[src/aem_map.svh]
// Register offsets, field positions, reset values and channel indices for the energy meter.
`ifndef AEM_MAP_SVH
`define AEM_MAP_SVH

`define AEM_STATUS_ADDR   8'h01
`define AEM_ALARM_BASE    8'h05
`define AEM_ALARM_BYTES   8'h05
`define AEM_CFG_ADDR      8'h0F
`define AEM_RES_ADDR      8'h11
`define AEM_SEL_LO_ADDR   8'h13
`define AEM_SEL_HI_ADDR   8'h14
`define AEM_AEN_BASE      8'h16
`define AEM_THR_BASE      8'h1B
`define AEM_THR_BYTES     8'h26
`define AEM_RES_BASE      8'h41
`define AEM_RES_BYTES     8'h06
`define AEM_AUXR_BASE     8'h4A
`define AEM_AUXR_BYTES    8'h20
`define AEM_ENERGY_BASE   8'h7A
`define AEM_ENERGY_BYTES  8'h06
`define AEM_TICK_BASE     8'h80
`define AEM_TICK_BYTES    8'h04
`define AEM_METER_ADDR    8'h84
`define AEM_SNAP_ADDR     8'h85
`define AEM_XSEL_ADDR     8'h86
`define AEM_XRD_BASE      8'h87

`define AEM_CFG_PWR_SEL   0
`define AEM_CFG_CHARGE    1
`define AEM_CFG_MOVF_AEN  2
`define AEM_CFG_TOVF_AEN  3
`define AEM_MC_HALT       0
`define AEM_MC_MOVF       1
`define AEM_MC_TOVF       2
`define AEM_MC_ALERT      3
`define AEM_SNAP_HALT     7

`define AEM_CHANNELS      19
`define AEM_CH_CUR        5'd0
`define AEM_CH_POWER_VOLTAGE_INPUT       5'd1
`define AEM_CH_PWR        5'd2
`define AEM_CH_AUX0       5'd3
`define AEM_DIFF_FIRST    4'd10
`define AEM_RES_MAX       3'd4

`define AEM_SEL_RESET     16'h0001
`define AEM_RES_RESET     3'd2
`define AEM_AUX_IDLE_VAL  16'h0010
`endif

[src/aem_pkg.sv]
// Types shared by the energy meter sequencer and its testbench.
package aem_pkg;
   typedef struct packed {
      logic [15:0] current;
      logic [15:0] voltage;
      logic [15:0] aux;
   } aem_sample_type;

   typedef enum logic [1:0] {
      AEM_IDLE = 2'b00,
      AEM_WAIT = 2'b01
   } aem_state_type;
endpackage

[src/aem_extreme.sv]
// Min/max tracking and alarm threshold comparison for one measurement.
`timescale 1ns/10ps
module aem_extreme (
   input  wire logic [15:0] value,
   input  wire logic [15:0] min_in,
   input  wire logic [15:0] max_in,
   input  wire logic [7:0]  thr_lo,
   input  wire logic [7:0]  thr_hi,
   output logic      [15:0] min_out,
   output logic      [15:0] max_out,
   output logic             alarm_lo,
   output logic             alarm_hi
);
   // Thresholds are compared with the top byte so they scale with any resolution.
   assign min_out  = (value < min_in) ? value : min_in;
   assign max_out  = (value > max_in) ? value : max_in;
   assign alarm_lo = value[15:8] < thr_lo;
   assign alarm_hi = value[15:8] > thr_hi;
endmodule

[src/aem_sequencer.sv]
// Converter sequencing, result registers, alarms and energy metering.
`timescale 1ns/10ps
`include "aem_map.svh"
// Behaviour
// - Five resolutions from 8 to 16 bits.
// - Current converter converts continuously by default.
// - Second converter measures voltage plus selected auxiliary.
// - Several enabled auxiliaries rotate, one per conversion.
// - Status shows channel of latest finished conversion.
// - No auxiliaries: continue, first auxiliary gets small value.
// - Differential auxiliaries lose one bit of resolution.
// - Multiply current by voltage; select bit picks source.
// - New extremes overwrite min and max registers.
// - Results are 16-bit words, left justified.
// - Threshold crossings set alarm log bits.
// - Enabled alarm drives alert low, sets alert flag.
// - Each measurement adds power into 48-bit accumulator.
// - Accumulator overflow sets flag, alert if enabled.
// - Charge mode accumulates current instead of power.
// - Tick counter increments per accumulation.
// - Tick overflow sets flag, alert if enabled.
// - Host may preload accumulator and tick counter.
// - Counter reads use coherent holding buffers.
// - Meter halt freezes both counters until cleared.
// - Snapshot write starts one conversion, clears idle.
// - Snapshot end: halted, idle set, channel shown.
module aem_sequencer (
   input  wire logic                    sys_clk,
   input  wire logic                    rst,
   input  wire logic [7:0]              reg_addr,
   input  wire logic                    reg_wr,
   input  wire logic                    reg_rd,
   input  wire logic [7:0]              reg_wdata,
   output logic      [7:0]              reg_rdata,
   output logic                         conv_start,
   output logic      [2:0]              conv_resolution,
   output logic      [3:0]              conv_aux_channel,
   output logic                         conv_aux_en,
   output logic                         power_source_select,
   input  wire logic                    conv_done,
   input  wire aem_pkg::aem_sample_type conv_sample,
   output logic                         alert_n
);
   aem_pkg::aem_state_type state_q;
   aem_pkg::aem_state_type state_d;
   logic [7:0]  cfg_q;
   logic [2:0]  res_q;
   logic [15:0] sel_q;
   logic [39:0] aen_q;
   logic [39:0] alarm_q;
   logic [39:0] alarm_d;
   logic [39:0] alarm_set;
   logic [7:0]  thr_q [`AEM_THR_BYTES];
   logic [15:0] val_q [`AEM_CHANNELS];
   logic [15:0] min_q [`AEM_CHANNELS];
   logic [15:0] max_q [`AEM_CHANNELS];
   logic [3:0]  meter_q;
   logic [3:0]  meter_d;
   logic [7:0]  snap_q;
   logic [4:0]  xsel_q;
   logic [47:0] energy_q;
   logic [47:0] energy_d;
   logic [47:0] energy_hold_q;
   logic [31:0] tick_q;
   logic [31:0] tick_d;
   logic [31:0] tick_hold_q;
   logic [3:0]  conv_ch_q;
   logic        aux_en_q;
   logic [3:0]  aux_ch_q;
   logic        idle_q;
   logic        snap_pend_q;
   logic [7:0]  rd_mux;
   logic [7:0]  reg_rdata_q;

   function automatic logic [3:0] next_aux(input logic [15:0] mask, input logic [3:0] cur);
      logic [3:0] idx;
      logic [3:0] pick;
      logic       found;
      pick  = cur;
      found = 1'b0;
      for (int i = 1; i <= 16; i++) begin
         idx = cur + 4'(i);
         if (!found && mask[idx]) begin
            pick  = idx;
            found = 1'b1;
         end
      end
      return pick;
   endfunction

   // Address decoding: each window is found by subtracting its base.
   wire [7:0] al_off  = reg_addr - `AEM_ALARM_BASE;
   wire [7:0] aen_off = reg_addr - `AEM_AEN_BASE;
   wire [7:0] th_off  = reg_addr - `AEM_THR_BASE;
   wire [7:0] rs_off  = reg_addr - `AEM_RES_BASE;
   wire [7:0] ax_off  = reg_addr - `AEM_AUXR_BASE;
   wire [7:0] e_off   = reg_addr - `AEM_ENERGY_BASE;
   wire [7:0] t_off   = reg_addr - `AEM_TICK_BASE;
   wire [7:0] x_off   = reg_addr - `AEM_XRD_BASE;
   wire in_alarm  = al_off < `AEM_ALARM_BYTES;
   wire in_aen    = aen_off < `AEM_ALARM_BYTES;
   wire in_thr    = th_off < `AEM_THR_BYTES;
   wire in_res    = rs_off < `AEM_RES_BYTES;
   wire in_auxr   = ax_off < `AEM_AUXR_BYTES;
   wire in_energy = e_off < `AEM_ENERGY_BYTES;
   wire in_tick   = t_off < `AEM_TICK_BYTES;
   wire in_xrd    = x_off < 8'h04;
   wire wr_cfg    = reg_wr && (reg_addr == `AEM_CFG_ADDR);
   wire wr_res    = reg_wr && (reg_addr == `AEM_RES_ADDR);
   wire wr_sel_lo = reg_wr && (reg_addr == `AEM_SEL_LO_ADDR);
   wire wr_sel_hi = reg_wr && (reg_addr == `AEM_SEL_HI_ADDR);
   wire wr_meter  = reg_wr && (reg_addr == `AEM_METER_ADDR);
   wire wr_snap   = reg_wr && (reg_addr == `AEM_SNAP_ADDR);
   wire wr_xsel   = reg_wr && (reg_addr == `AEM_XSEL_ADDR);
   wire wr_alarm  = reg_wr && in_alarm;
   wire wr_aen    = reg_wr && in_aen;
   wire wr_thr    = reg_wr && in_thr;
   wire wr_energy = reg_wr && in_energy;
   wire wr_tick   = reg_wr && in_tick;
   // A snapshot write sets the pending flag on the rising clock edge that takes it,
   // and the start follows from that flag in the next idle cycle.
   wire snap_go   = wr_snap && reg_wdata[`AEM_SNAP_HALT];
   wire snap_halt = snap_q[`AEM_SNAP_HALT];
   wire rd_coh    = reg_rd && ((reg_addr == `AEM_ENERGY_BASE) || (reg_addr == `AEM_TICK_BASE));

   // Sequencer: back to back conversions unless halted, or one pending snapshot.
   wire start = (state_q == aem_pkg::AEM_IDLE) && (snap_pend_q || (!snap_halt && !wr_snap));
   wire store = (state_q == aem_pkg::AEM_WAIT) && conv_done;
   assign conv_start = start;

   always_comb begin
      state_d = state_q;
      case (state_q)
         aem_pkg::AEM_IDLE: begin
            if (start) begin
               state_d = aem_pkg::AEM_WAIT;
            end
         end
         aem_pkg::AEM_WAIT: begin
            if (conv_done) begin
               state_d = aem_pkg::AEM_IDLE;
            end
         end
         default: begin
            state_d = aem_pkg::AEM_IDLE;
         end
      endcase
   end

   // Resolution to left-justify shift; out-of-range codes fall back to full width.
   wire [3:0] res_sh   = (res_q >= `AEM_RES_MAX) ? 4'd0 : 4'd8 - {res_q, 1'b0};
   wire       aux_diff = conv_ch_q >= `AEM_DIFF_FIRST;
   wire [3:0] aux_sh   = aux_diff ? res_sh + 4'd1 : res_sh;
   wire [15:0] cur_lj  = 16'(conv_sample.current << res_sh);
   wire [15:0] vp_lj   = 16'(conv_sample.voltage << res_sh);
   wire [15:0] aux_lj  = 16'(conv_sample.aux << aux_sh);
   wire [31:0] prod    = cur_lj * vp_lj;
   wire [15:0] pwr     = prod[31:16];

   // Four result slots per conversion: current, voltage, power and one auxiliary.
   logic [15:0] upd_val [4];
   logic [4:0]  upd_idx [4];
   logic        upd_en  [4];
   logic [15:0] new_min [4];
   logic [15:0] new_max [4];
   logic        al_lo   [4];
   logic        al_hi   [4];

   assign upd_val[0] = cur_lj;
   assign upd_val[1] = vp_lj;
   assign upd_val[2] = pwr;
   assign upd_val[3] = aux_lj;
   assign upd_idx[0] = `AEM_CH_CUR;
   assign upd_idx[1] = `AEM_CH_POWER_VOLTAGE_INPUT;
   assign upd_idx[2] = `AEM_CH_PWR;
   assign upd_idx[3] = `AEM_CH_AUX0 + {1'b0, conv_ch_q};
   assign upd_en[0]  = 1'b1;
   assign upd_en[1]  = 1'b1;
   assign upd_en[2]  = 1'b1;
   assign upd_en[3]  = aux_en_q;

   for (genvar s = 0; s < 4; s++) begin : g_slot
      aem_extreme u_ext (
         .value   (upd_val[s]),
         .min_in  (min_q[upd_idx[s]]),
         .max_in  (max_q[upd_idx[s]]),
         .thr_lo  (thr_q[{upd_idx[s], 1'b0}]),
         .thr_hi  (thr_q[{upd_idx[s], 1'b1}]),
         .min_out (new_min[s]),
         .max_out (new_max[s]),
         .alarm_lo(al_lo[s]),
         .alarm_hi(al_hi[s])
      );
   end

   always_comb begin
      alarm_set = 40'h00_0000_0000;
      if (store) begin
         for (int s = 0; s < 4; s++) begin
            if (upd_en[s]) begin
               alarm_set[{upd_idx[s], 1'b0}] = al_lo[s];
               alarm_set[{upd_idx[s], 1'b1}] = al_hi[s];
            end
         end
      end
   end

   // Software clears alarm bits by writing zeros; a new alarm in that cycle still sets.
   always_comb begin
      alarm_d = alarm_q;
      if (wr_alarm) begin
         alarm_d[{al_off[2:0], 3'b000} +: 8] = alarm_q[{al_off[2:0], 3'b000} +: 8] & reg_wdata;
      end
      alarm_d = alarm_d | alarm_set;
   end

   // Meter: the host preload of a byte takes priority over an accumulation.
   wire        accumulate = store && !meter_q[`AEM_MC_HALT];
   wire [15:0] acc_add    = cfg_q[`AEM_CFG_CHARGE] ? cur_lj : pwr;
   wire [48:0] energy_sum = {1'b0, energy_q} + {33'h0_0000_0000, acc_add};
   wire [32:0] tick_sum   = {1'b0, tick_q} + 33'h0_0000_0001;
   wire        movf_evt   = accumulate && energy_sum[48];
   wire        tovf_evt   = accumulate && tick_sum[32];
   wire [5:0]  e_pos      = {3'(3'd5 - e_off[2:0]), 3'b000};
   wire [4:0]  t_pos      = {2'(2'd3 - t_off[1:0]), 3'b000};

   always_comb begin
      energy_d = accumulate ? energy_sum[47:0] : energy_q;
      tick_d   = accumulate ? tick_sum[31:0] : tick_q;
      if (wr_energy) begin
         energy_d[e_pos +: 8] = reg_wdata;
      end
      if (wr_tick) begin
         tick_d[t_pos +: 8] = reg_wdata;
      end
   end

   wire alarm_alert = |(alarm_set & aen_q & ~alarm_q);
   wire alert_evt   = alarm_alert || (movf_evt && cfg_q[`AEM_CFG_MOVF_AEN])
                      || (tovf_evt && cfg_q[`AEM_CFG_TOVF_AEN]);

   // Flags clear on a written zero, but an event in the same cycle wins.
   always_comb begin
      meter_d = meter_q;
      if (wr_meter) begin
         meter_d = reg_wdata[3:0] & meter_q;
         meter_d[`AEM_MC_HALT] = reg_wdata[`AEM_MC_HALT];
      end
      meter_d[`AEM_MC_MOVF]  = meter_d[`AEM_MC_MOVF] | movf_evt;
      meter_d[`AEM_MC_TOVF]  = meter_d[`AEM_MC_TOVF] | tovf_evt;
      meter_d[`AEM_MC_ALERT] = meter_d[`AEM_MC_ALERT] | alert_evt;
   end

   assign alert_n = ~meter_q[`AEM_MC_ALERT];

   // Read data for the result, min/max and counter windows.
   wire [4:0]  rch    = in_res ? {3'b000, rs_off[2:1]} : `AEM_CH_AUX0 + {1'b0, ax_off[4:1]};
   wire        rlow   = in_res ? rs_off[0] : ax_off[0];
   wire [15:0] rword  = val_q[rch];
   wire [15:0] xword  = x_off[1] ? max_q[xsel_q] : min_q[xsel_q];
   wire [47:0] e_src  = (reg_addr == `AEM_ENERGY_BASE) ? energy_q : energy_hold_q;
   wire [31:0] t_src  = (reg_addr == `AEM_TICK_BASE) ? tick_q : tick_hold_q;

   always_comb begin
      rd_mux = 8'h00;
      if (reg_addr == `AEM_STATUS_ADDR) begin
         rd_mux = {idle_q, 3'b000, aux_ch_q};
      end else if (in_alarm) begin
         rd_mux = alarm_q[{al_off[2:0], 3'b000} +: 8];
      end else if (reg_addr == `AEM_CFG_ADDR) begin
         rd_mux = cfg_q;
      end else if (reg_addr == `AEM_RES_ADDR) begin
         rd_mux = {5'b00000, res_q};
      end else if (reg_addr == `AEM_SEL_LO_ADDR) begin
         rd_mux = sel_q[7:0];
      end else if (reg_addr == `AEM_SEL_HI_ADDR) begin
         rd_mux = sel_q[15:8];
      end else if (in_aen) begin
         rd_mux = aen_q[{aen_off[2:0], 3'b000} +: 8];
      end else if (in_thr) begin
         rd_mux = thr_q[th_off[5:0]];
      end else if (in_res || in_auxr) begin
         rd_mux = rlow ? rword[7:0] : rword[15:8];
      end else if (in_energy) begin
         rd_mux = e_src[e_pos +: 8];
      end else if (in_tick) begin
         rd_mux = t_src[t_pos +: 8];
      end else if (reg_addr == `AEM_METER_ADDR) begin
         rd_mux = {4'h0, meter_q};
      end else if (reg_addr == `AEM_SNAP_ADDR) begin
         rd_mux = snap_q;
      end else if (reg_addr == `AEM_XSEL_ADDR) begin
         rd_mux = {3'b000, xsel_q};
      end else if (in_xrd) begin
         rd_mux = x_off[0] ? xword[7:0] : xword[15:8];
      end
   end

   assign reg_rdata           = reg_rdata_q;
   assign conv_resolution     = res_q;
   assign conv_aux_channel    = conv_ch_q;
   assign conv_aux_en         = aux_en_q;
   assign power_source_select = cfg_q[`AEM_CFG_PWR_SEL];

   always_ff @(posedge sys_clk) begin
      if (rst) begin
         cfg_q   <= 8'h00;
         res_q   <= `AEM_RES_RESET;
         sel_q   <= `AEM_SEL_RESET;
         snap_q  <= 8'h00;
         xsel_q  <= 5'd0;
         aen_q   <= 40'h00_0000_0000;
      end else begin
         if (wr_cfg) cfg_q <= reg_wdata;
         if (wr_res) res_q <= reg_wdata[2:0];
         if (wr_sel_lo) sel_q[7:0] <= reg_wdata;
         if (wr_sel_hi) sel_q[15:8] <= reg_wdata;
         if (wr_snap) snap_q <= reg_wdata;
         if (wr_xsel) xsel_q <= reg_wdata[4:0];
         if (wr_aen) aen_q[{aen_off[2:0], 3'b000} +: 8] <= reg_wdata;
      end
   end

   // Low thresholds reset to zero and high ones to full scale, so nothing alarms.
   always_ff @(posedge sys_clk) begin
      if (rst) begin
         for (int i = 0; i < `AEM_THR_BYTES; i++) begin
            thr_q[i] <= i[0] ? 8'hFF : 8'h00;
         end
      end else if (wr_thr) begin
         thr_q[th_off[5:0]] <= reg_wdata;
      end
   end

   always_ff @(posedge sys_clk) begin
      if (rst) begin
         for (int c = 0; c < `AEM_CHANNELS; c++) begin
            val_q[c] <= 16'h0000;
            min_q[c] <= 16'hFFFF;
            max_q[c] <= 16'h0000;
         end
      end else if (store) begin
         for (int s = 0; s < 4; s++) begin
            if (upd_en[s]) begin
               val_q[upd_idx[s]] <= upd_val[s];
               min_q[upd_idx[s]] <= new_min[s];
               max_q[upd_idx[s]] <= new_max[s];
            end
         end
         if (!aux_en_q) begin
            val_q[`AEM_CH_AUX0] <= `AEM_AUX_IDLE_VAL;
         end
      end
   end

   always_ff @(posedge sys_clk) begin
      if (rst) begin
         alarm_q       <= 40'h00_0000_0000;
         meter_q       <= 4'h0;
         energy_q      <= 48'h0000_0000_0000;
         tick_q        <= 32'h0000_0000;
         energy_hold_q <= 48'h0000_0000_0000;
         tick_hold_q   <= 32'h0000_0000;
         reg_rdata_q   <= 8'h00;
      end else begin
         alarm_q  <= alarm_d;
         meter_q  <= meter_d;
         energy_q <= energy_d;
         tick_q   <= tick_d;
         if (rd_coh) begin
            energy_hold_q <= energy_q;
            tick_hold_q   <= tick_q;
         end
         if (reg_rd) reg_rdata_q <= rd_mux;
      end
   end

   // Sequencer state; the next auxiliary is chosen at the end of a conversion
   // so the channel output is settled before the following start.
   always_ff @(posedge sys_clk) begin
      if (rst) begin
         state_q     <= aem_pkg::AEM_IDLE;
         conv_ch_q   <= 4'h0;
         aux_en_q    <= 1'b1;
         aux_ch_q    <= 4'h0;
         idle_q      <= 1'b0;
         snap_pend_q <= 1'b0;
      end else begin
         state_q <= state_d;
         if (start) snap_pend_q <= 1'b0;
         if (store) begin
            aux_ch_q <= conv_ch_q;
            idle_q   <= snap_halt && !snap_pend_q;
            if (!snap_halt || snap_pend_q) begin
               conv_ch_q <= snap_pend_q ? snap_q[3:0] : next_aux(sel_q, conv_ch_q);
               aux_en_q  <= snap_pend_q || |sel_q;
            end
         end
         if (snap_go && (state_q == aem_pkg::AEM_IDLE || conv_done)) begin
            conv_ch_q   <= reg_wdata[3:0];
            aux_en_q    <= 1'b1;
         end
         if (snap_go) begin
            snap_pend_q <= 1'b1;
            idle_q      <= 1'b0;
         end
      end
   end
endmodule

[config.mk]
export PLATFORM = sky130hd
export DESIGN_NAME = aem_sequencer
export DESIGN_NICKNAME = d
export VERILOG_FILES = /design/src/aem_pkg.sv /design/src/aem_extreme.sv /design/src/aem_sequencer.sv
export VERILOG_INCLUDE_DIRS = /design/src
export SDC_FILE = /design/constraint.sdc
export NUM_CORES = 2
export LEC_CHECK = 0
export BUFFER_PORTS_ARGS = -buffer_cell sky130_fd_sc_hd__buf_2
export CAP_MARGIN = 15
export CORE_MARGIN = 8
export CORE_UTILIZATION = 40
export CTS_CLUSTER_SIZE = 24
export DETAILED_ROUTE_END_ITERATION = 7
export GPL_ROUTABILITY_DRIVEN = 0
export GPL_TIMING_DRIVEN = 1
export PLACE_DENSITY = 0.55
export SYNTH_ARGS = -nofsm -noshare
export SYNTH_HDL_FRONTEND = slang
export SYNTH_SLANG_ARGS = --single-unit
[constraint.sdc]
create_clock -name sys_clk -period 10.7 [get_ports sys_clk]
set_input_delay 2.14 -clock sys_clk [delete_from_list [all_inputs] [get_ports sys_clk]]
set_output_delay 2.14 -clock sys_clk [all_outputs]
set_load 0.005 [all_outputs]
Word-level counts from Yosys, hierarchy flattened
Memory sizes are Yosys's and may differ from the RTL's. A register that Yosys moved wholly into a read port is not among the register bits.
Index checks and enable logic that the tools add are counted.
{ "classes": {"n_addsub": 35, "multipliers": 1, "n_lt_le_gt_ge": 46, "n_eq_ne": 14, "n_shift": 15, "muxes": 211, "bitwise": 20, "n_reduce_logical": 84} }
{ "ops": {"columns": ["operator", "count"], "rows": [
  ["$mux 16", 23],
  ["$bwmux 40", 4],
  ["$mux 40", 4],
  ["$mux 48", 3],
  ["$mux 8", 18],
  ["$mux 1", 101],
  ["$mux 32", 3],
  ["$mux 4", 23],
  ["$and 40x40->40", 2],
  ["$lt 4x5->1 const B", 16],
  ["$shift 8x8->40 const A", 2],
  ["$shiftx 40x7->8", 2],
  ["$shiftx 8x8->40", 2],
  ["$bmux 1 s4", 16],
  ["$gt 16x16->1", 4],
  ["$lt 16x16->1", 4],
  ["$reduce_or 16->1", 4],
  ["$add 48x16->49", 1],
  ["$bwmux 48", 1],
  ["$lt 8x3->1 const B", 6],
  ["$shift 8x8->48 const A", 1],
  ["$shiftx 48x7->8", 1],
  ["$shiftx 8x8->48", 1],
  ["$shl 16x4->16", 3],
  ["other kinds (57)", 181]
]} }
{ "word_totals": {"reg_bits": 305, "mem_bits_rw": 1216, "inputBits": 69, "memories": 4} }
{ "mem_list": {"columns": ["name", "words", "word_bits", "read_ports", "rd_ports_with_merged_regs", "wr", "line", "source"], "rows": [
  ["max_q", 19, 16, 5, 1, 19, "aem_sequencer.sv:56", "logic [15:0] max_q [`AEM_CHANNELS];"],
  ["min_q", 19, 16, 5, 1, 19, "aem_sequencer.sv:55", "logic [15:0] min_q [`AEM_CHANNELS];"],
  ["thr_q", 38, 8, 9, 0, 38, "aem_sequencer.sv:53", "logic [7:0] thr_q [`AEM_THR_BYTES];"],
  ["val_q", 19, 16, 1, 0, 19, "aem_sequencer.sv:54", "logic [15:0] val_q [`AEM_CHANNELS];"]
]} }

Depth between registers and ports, before layout
{ "depth": {"depth_word": 98, "depth_mapped": 47} }

Modules after synthesis
Synthesis repeated with hierarchy kept, for this count alone.
{ "unflattened": {"cells_unflattened": 11069, "hier_area_um2": 131232.1} }
{ "by_module_without_submodules": {"columns": ["mod", "instances", "cells_each", "area_each_um2"], "rows": [
  ["aem_sequencer", 1, 9889, 122914.1],
  ["aem_extreme", 4, 295, 2079.5]
]} }

Worst setup path after synthesis
Ideal clock, no wire load.
{ "synth_timing": {"path_type": "input port to flip-flop", "startpoint": "input port conv_sample[21] in the netlist's numbering", "endpoint": "memory max_q[2][0], enable pin", "setup_time_ns": 0.411, "arrival_ns": 10.871, "required_ns": 10.289, "path_slack_ns": -0.582, "path_stages": 39, "n_path_buf": 2, "cell_sequence": "mux2i_1 nor2_1 a21oi_1 or2_2 clkbuf_1 clkbuf_1 nor2_1 fa_1 inv_1 fa_1 fa_1 inv_1 ha_1 fa_1 inv_1 fa_1 inv_1 ha_1 (+3 left out) o21ai_1 a31oi_1 o21ai_1 a211o_1 a21oi_1 xor2_1 inv_1 ha_1 a21o_1 a21oi_1 nor2b_1 o21ai_0 nand2b_1 a21oi_1 o21ai_0 a21o_1 a21oi_1 o21ai_0"} }
{ "synth_lines": {"columns": ["item", "line", "source"], "rows": [
  ["start: declaration", "aem_sequencer.sv:41", "input wire aem_pkg::aem_sample_type conv_sample,"],
  ["end: declaration", "aem_sequencer.sv:56", null]
]} }

Worst setup path in the final report
{ "layout_timing": {"startpoint": "input port conv_sample[34] in the netlist's numbering", "endpoint": "register meter_q[3]"} }
{ "layout_between": {"elab_chain_cells": 14, "word_cells_on_any_way": 21, "classes_between": "add/sub: 1; mul: 1; order compare: 4; shift: 1; mux: 6; bitwise: 3; reduce/logical: 5"} }
{ "layout_lines": {"columns": ["item", "line", "source"], "rows": [
  ["$shl 16x4->16 (*)", "aem_sequencer.sv:154", "wire [15:0] cur_lj = 16'(conv_sample.current << res_sh);"],
  ["$mul 16x16->32", "aem_sequencer.sv:157", "wire [31:0] prod = cur_lj * vp_lj;"],
  ["$lt 8x8->1 / $gt 8x8->1 (equally long branches)", "aem_extreme.sv:17, aem_extreme.sv:18", null],
  ["$mux 40", "aem_sequencer.sv:198", "if (store) begin"],
  ["$bwmux 40", "aem_sequencer.sv:201", "alarm_set[{upd_idx[s], 1'b0}] = al_lo[s];"],
  ["$bwmux 40", "aem_sequencer.sv:202", "alarm_set[{upd_idx[s], 1'b1}] = al_hi[s];"],
  ["$mux 40", "aem_sequencer.sv:200", "if (upd_en[s]) begin"],
  ["$mux 40", "aem_sequencer.sv:198", null],
  ["$and 40x40->40 (2 in a row)", "aem_sequencer.sv:238", "wire alarm_alert = |(alarm_set & aen_q & ~alarm_q);"],
  ["$reduce_or 40->1", "aem_sequencer.sv:238", null],
  ["$logic_or 1x1->1 (*) (2 in a row)", "aem_sequencer.sv:239", "wire alert_evt = alarm_alert || (movf_evt && cfg_q[`AEM_CFG_MOVF_AEN])"],
  ["$or 1x1->1 (*)", "aem_sequencer.sv:251", "meter_d[`AEM_MC_ALERT] = meter_d[`AEM_MC_ALERT] | alert_evt;"],
  ["end signal: assignment", "aem_sequencer.sv:367", "meter_q <= meter_d;"],
  ["end: declaration", "aem_sequencer.sv:57", "logic [3:0] meter_q;"]
]} }
Every way passes the cells marked *; elsewhere a longest branch is shown, timed or not. The select of a mux whose other input is x is not followed.
A chain may end at the register's enable or synchronous reset.

==> results.md <==
* Count leader, synth: edfxtp_1
* Crit Path Max Fanout at 6
* Placed insts at 14,900
* Mean area per synthesized cell at 12.1 µm²
* Total Routed Length at 499,000 µm
* Synth area leaders: edfxtp_1 45%, mux4_2 16%, dfxtp_1 5.9%
* Area share of the largest cell type after synthesis at 44.5%
* H-tree depth at 4
* Unique masters post-synth at 105
* First-pass GRT wire length at 702,000 µm
* Maximum buffer depth of the clock tree at 4
* Final setup viols at 0
* Reg2Reg Launch Point: conv_resolution[1]$_SDFFE_PP1P_
* Worst-skew pair later-pin latency at 0.97 ns
* Drt first pass iters at 8
* Area Growth Syn to Fin at 12.8%
* Peak supply drop at 0.000426 V
* Element type at the critical path end: flip-flop
* Ports at 88
* Lkg Pwr at 50.1 nW
* Avg Vias per Cell at 6.33
* Post-synth EDFFs at 1,892
* CP dominant cell by count: fa_1
* Die Area at 337,000 µm²
* All-Layer GR Usage at 28.5%
* Initial Util at 40.2%
* Synthesized area at 128,000 µm²
* Hold_sp: energy_hold_q[10]$_SDFFE_PP0P_
* Final Max Tran Viols at 0
* Post-synth top cells: 1,892 x edfxtp_1, 1,459 x nand2_1, 1,139 x nor2_1, 879 x mux4_2, 528 x inv_1
* Slowest CP cell: mux4_2
* Die height at 581 µm
* Core Region at 318,000 µm²
* 1st-iter DRT viols at 15,200
* NumNets Final at 11,500
* TritonCTS buffer count at 241
* Reg power frac at 37.3%
* Cell Pwr Density at 188 nW/µm²
* Critical Setup Path Class: primary input to flip-flop
* Share of layout cells above drive strength 1 at 20.3%
* Sequential-to-total area share from yosys stat at 50.4%
* Yosys top cell by area: edfxtp_1
* Final worst path period need at 10.41 ns
* Initial antenna violation count at 45
* #FFs+latches synth at 2,265
* Fmax at 96.1 MHz
* Fraction of registers with async set/reset at 0%
* Hold_buf cts at 0
* MaxCap Viol Count at 0
* Fin Setup TNS at 0 ns
* Routed vias at 97,000
* Clock Power Share at 31.8%
* Status: complete, no violations
* P_int at 18.4 mW
* Sink Count at 2,265
* WL/cell at 32.6 µm
* Worst setup SP type: primary input
* Crit path from: conv_sample[34]
* Fin crit share at 97.3%
* Crit path largest cell delay at 0.52 ns
* Fillers at 28,900
* Post-route DRC at 0
* Post-DP HPWL at 346,000 µm
* Finished Layout Cells at 15,300
* Pin count of the biggest net entering global routing at 95
* Required time of the critical path at 11.40 ns
* Hold Crit Class: flip-flop to flip-flop
* IO Port Bufs at 87
* Comb power frac at 30.9%
* CTS clk-pin slew, worst paths at 0.06 ns
* Ys Warns at 0
* Final Hold Vio Count at 0
* CTS tree: yes
* Remaining antenna violation count at 0
* GRT overflow at 0
* Row cnt at 207
* Gate Count Post-Synth at 10,600
* Worst Max-Slew Pin Slew at 1.35 ns
* Die W at 581 µm
* Sw Ratio at 32.2%
* Net Sw Power at 8.73 mW
* Layout Skew at 0.139 ns
* Vias in the first global route at 93,500
* Clk root buf: clkbuf_16
* Slew HR at 9.38%
* CP Data Arrival Time at 11.11 ns
* Main synth FF type: edfxtp_1
worst paths after layout:
check	end	slack (ns)	depth (start not counted)
hold / removal	energy_hold_q[10]$_SDFFE_PP0P_	0.45	2
hold reg to reg	energy_hold_q[10]$_SDFFE_PP0P_	0.45	2
setup / recovery	meter_q[3]$_SDFF_PP0_	0.29	36
setup reg to reg	meter_q[3]$_SDFF_PP0_	0.40	38
sequential cells by signal, summed over array words and instances, names as in the netlist, 16 cells and up, named ones only:
name,count
val_q,420
aen_q,40
max_q,512
energy_q,48
alarm_q,40
sel_q,16
tick_q,32
tick_hold_q,32
thr_q,512
energy_hold_q,48
min_q,512
repair_timing:
action,in CTS,in global routing
pin swaps,0,1
gates cloned,0,0
setup buffers,0,4
endpoints found under the setup margin,6,66
gates resized for setup,1,11
stage by stage:
stage	hold WS (ns)	total power [mW]	utilization (%)	area (µm²)	worst slack [ns]
floorplan	0.431	14.5	-	128000	0.0159
global placement	0.440	18.2	42.8	136000	-1.09
detailed placement	0.447	18.4	42.8	136000	-1.11
CTS	0.455	26.9	45.3	144000	0.0549
global route	0.468	28.1	45.3	144000	-0.0342
finish	0.454	27.1	45.3	144000	0.290
cells by family (layout without fill, tap and decap cells):
kind of cell | count (synthesis) | count (layout) | share of synthesized area, %
and+or+nand+nor | 3758 | 3758 | 13.1
DFF | 2265 | 2265 | 50.4
AOI/OAI and AO/OA | 1449 | 1449 | 7.38
buffers and inverters | 1290 | 1663 | 4.18
muxes | 1137 | 1137 | 17.7
adders and majority gates | 528 | 528 | 6.32
xor gates and xnor gates | 123 | 123 | 0.862
other | 1 | 224 | 0.00294
power groups by stage:
| stage | clock [mW] | sequential, mW | combinational (mW) |
|---|---|---|---|
| floorplan | 0 | 10.1 | 4.35 |
| global placement | 0 | 10.3 | 7.95 |
| detailed placement | 0 | 10.3 | 8.10 |
| CTS | 8.68 | 10.1 | 8.15 |
| global route | 8.99 | 10.1 | 8.96 |
| finish | 8.62 | 10.1 | 8.37 |
critical path: cells and delay by family:
family	cells	cell delay, ns
buffers and inverters	7	0.75
multiplexers	1	0.52
AND/OR/NAND/NOR	8	1.77
XOR/XNOR	1	0.14
AO/OA/AOI/OAI	11	2.47
adder cells (fa/ha/maj)	8	3.31
area by class of cell:
cell class / instances / area, µm² / share of cell area [%]
repair buffers: 676 / 5060 / 3.52
clock buffers: 303 / 6430 / 4.47
flip-flops and latches: 2265 / 64300 / 44.7
diodes: 15 / 37.5 / 0.0261
multi-input cells: 7204 / 59300 / 41.2
inverters: 545 / 2050 / 1.42
well taps: 4180 / 5230 / 3.63
clock inverters: 139 / 1510 / 1.05
cell usage in the layout, fill, tap and decap left out, drive strengths merged, types with 93 or more instances in the layout:
| cell type | n |
|---|---|
| mux2i | 218 |
| buf | 675 |
| fa | 194 |
| dfxtp | 373 |
| clkinv | 97 |
| o21ai | 266 |
| nand2 | 1459 |
| nand2b | 105 |
| a31oi | 93 |
| edfxtp | 1892 |
| or2 | 153 |
| a21oi | 436 |
| conb | 209 |
| nor2 | 1143 |
| clkbuf | 304 |
| ha | 334 |
| inv | 541 |
| nand3 | 271 |
| and2 | 190 |
| mux4 | 889 |
| nor3 | 113 |
per-layer routing:
metal	GRT usage [%]	routed length (µm)	vias to the layer above
li1	-	-	39700
met3	8.27	64100	1204
met5	0	461	-
met1	38.9	194000	49400
met4	13.5	27300	34
met2	41.7	213000	6710
(Power assumes the default switching activity.)
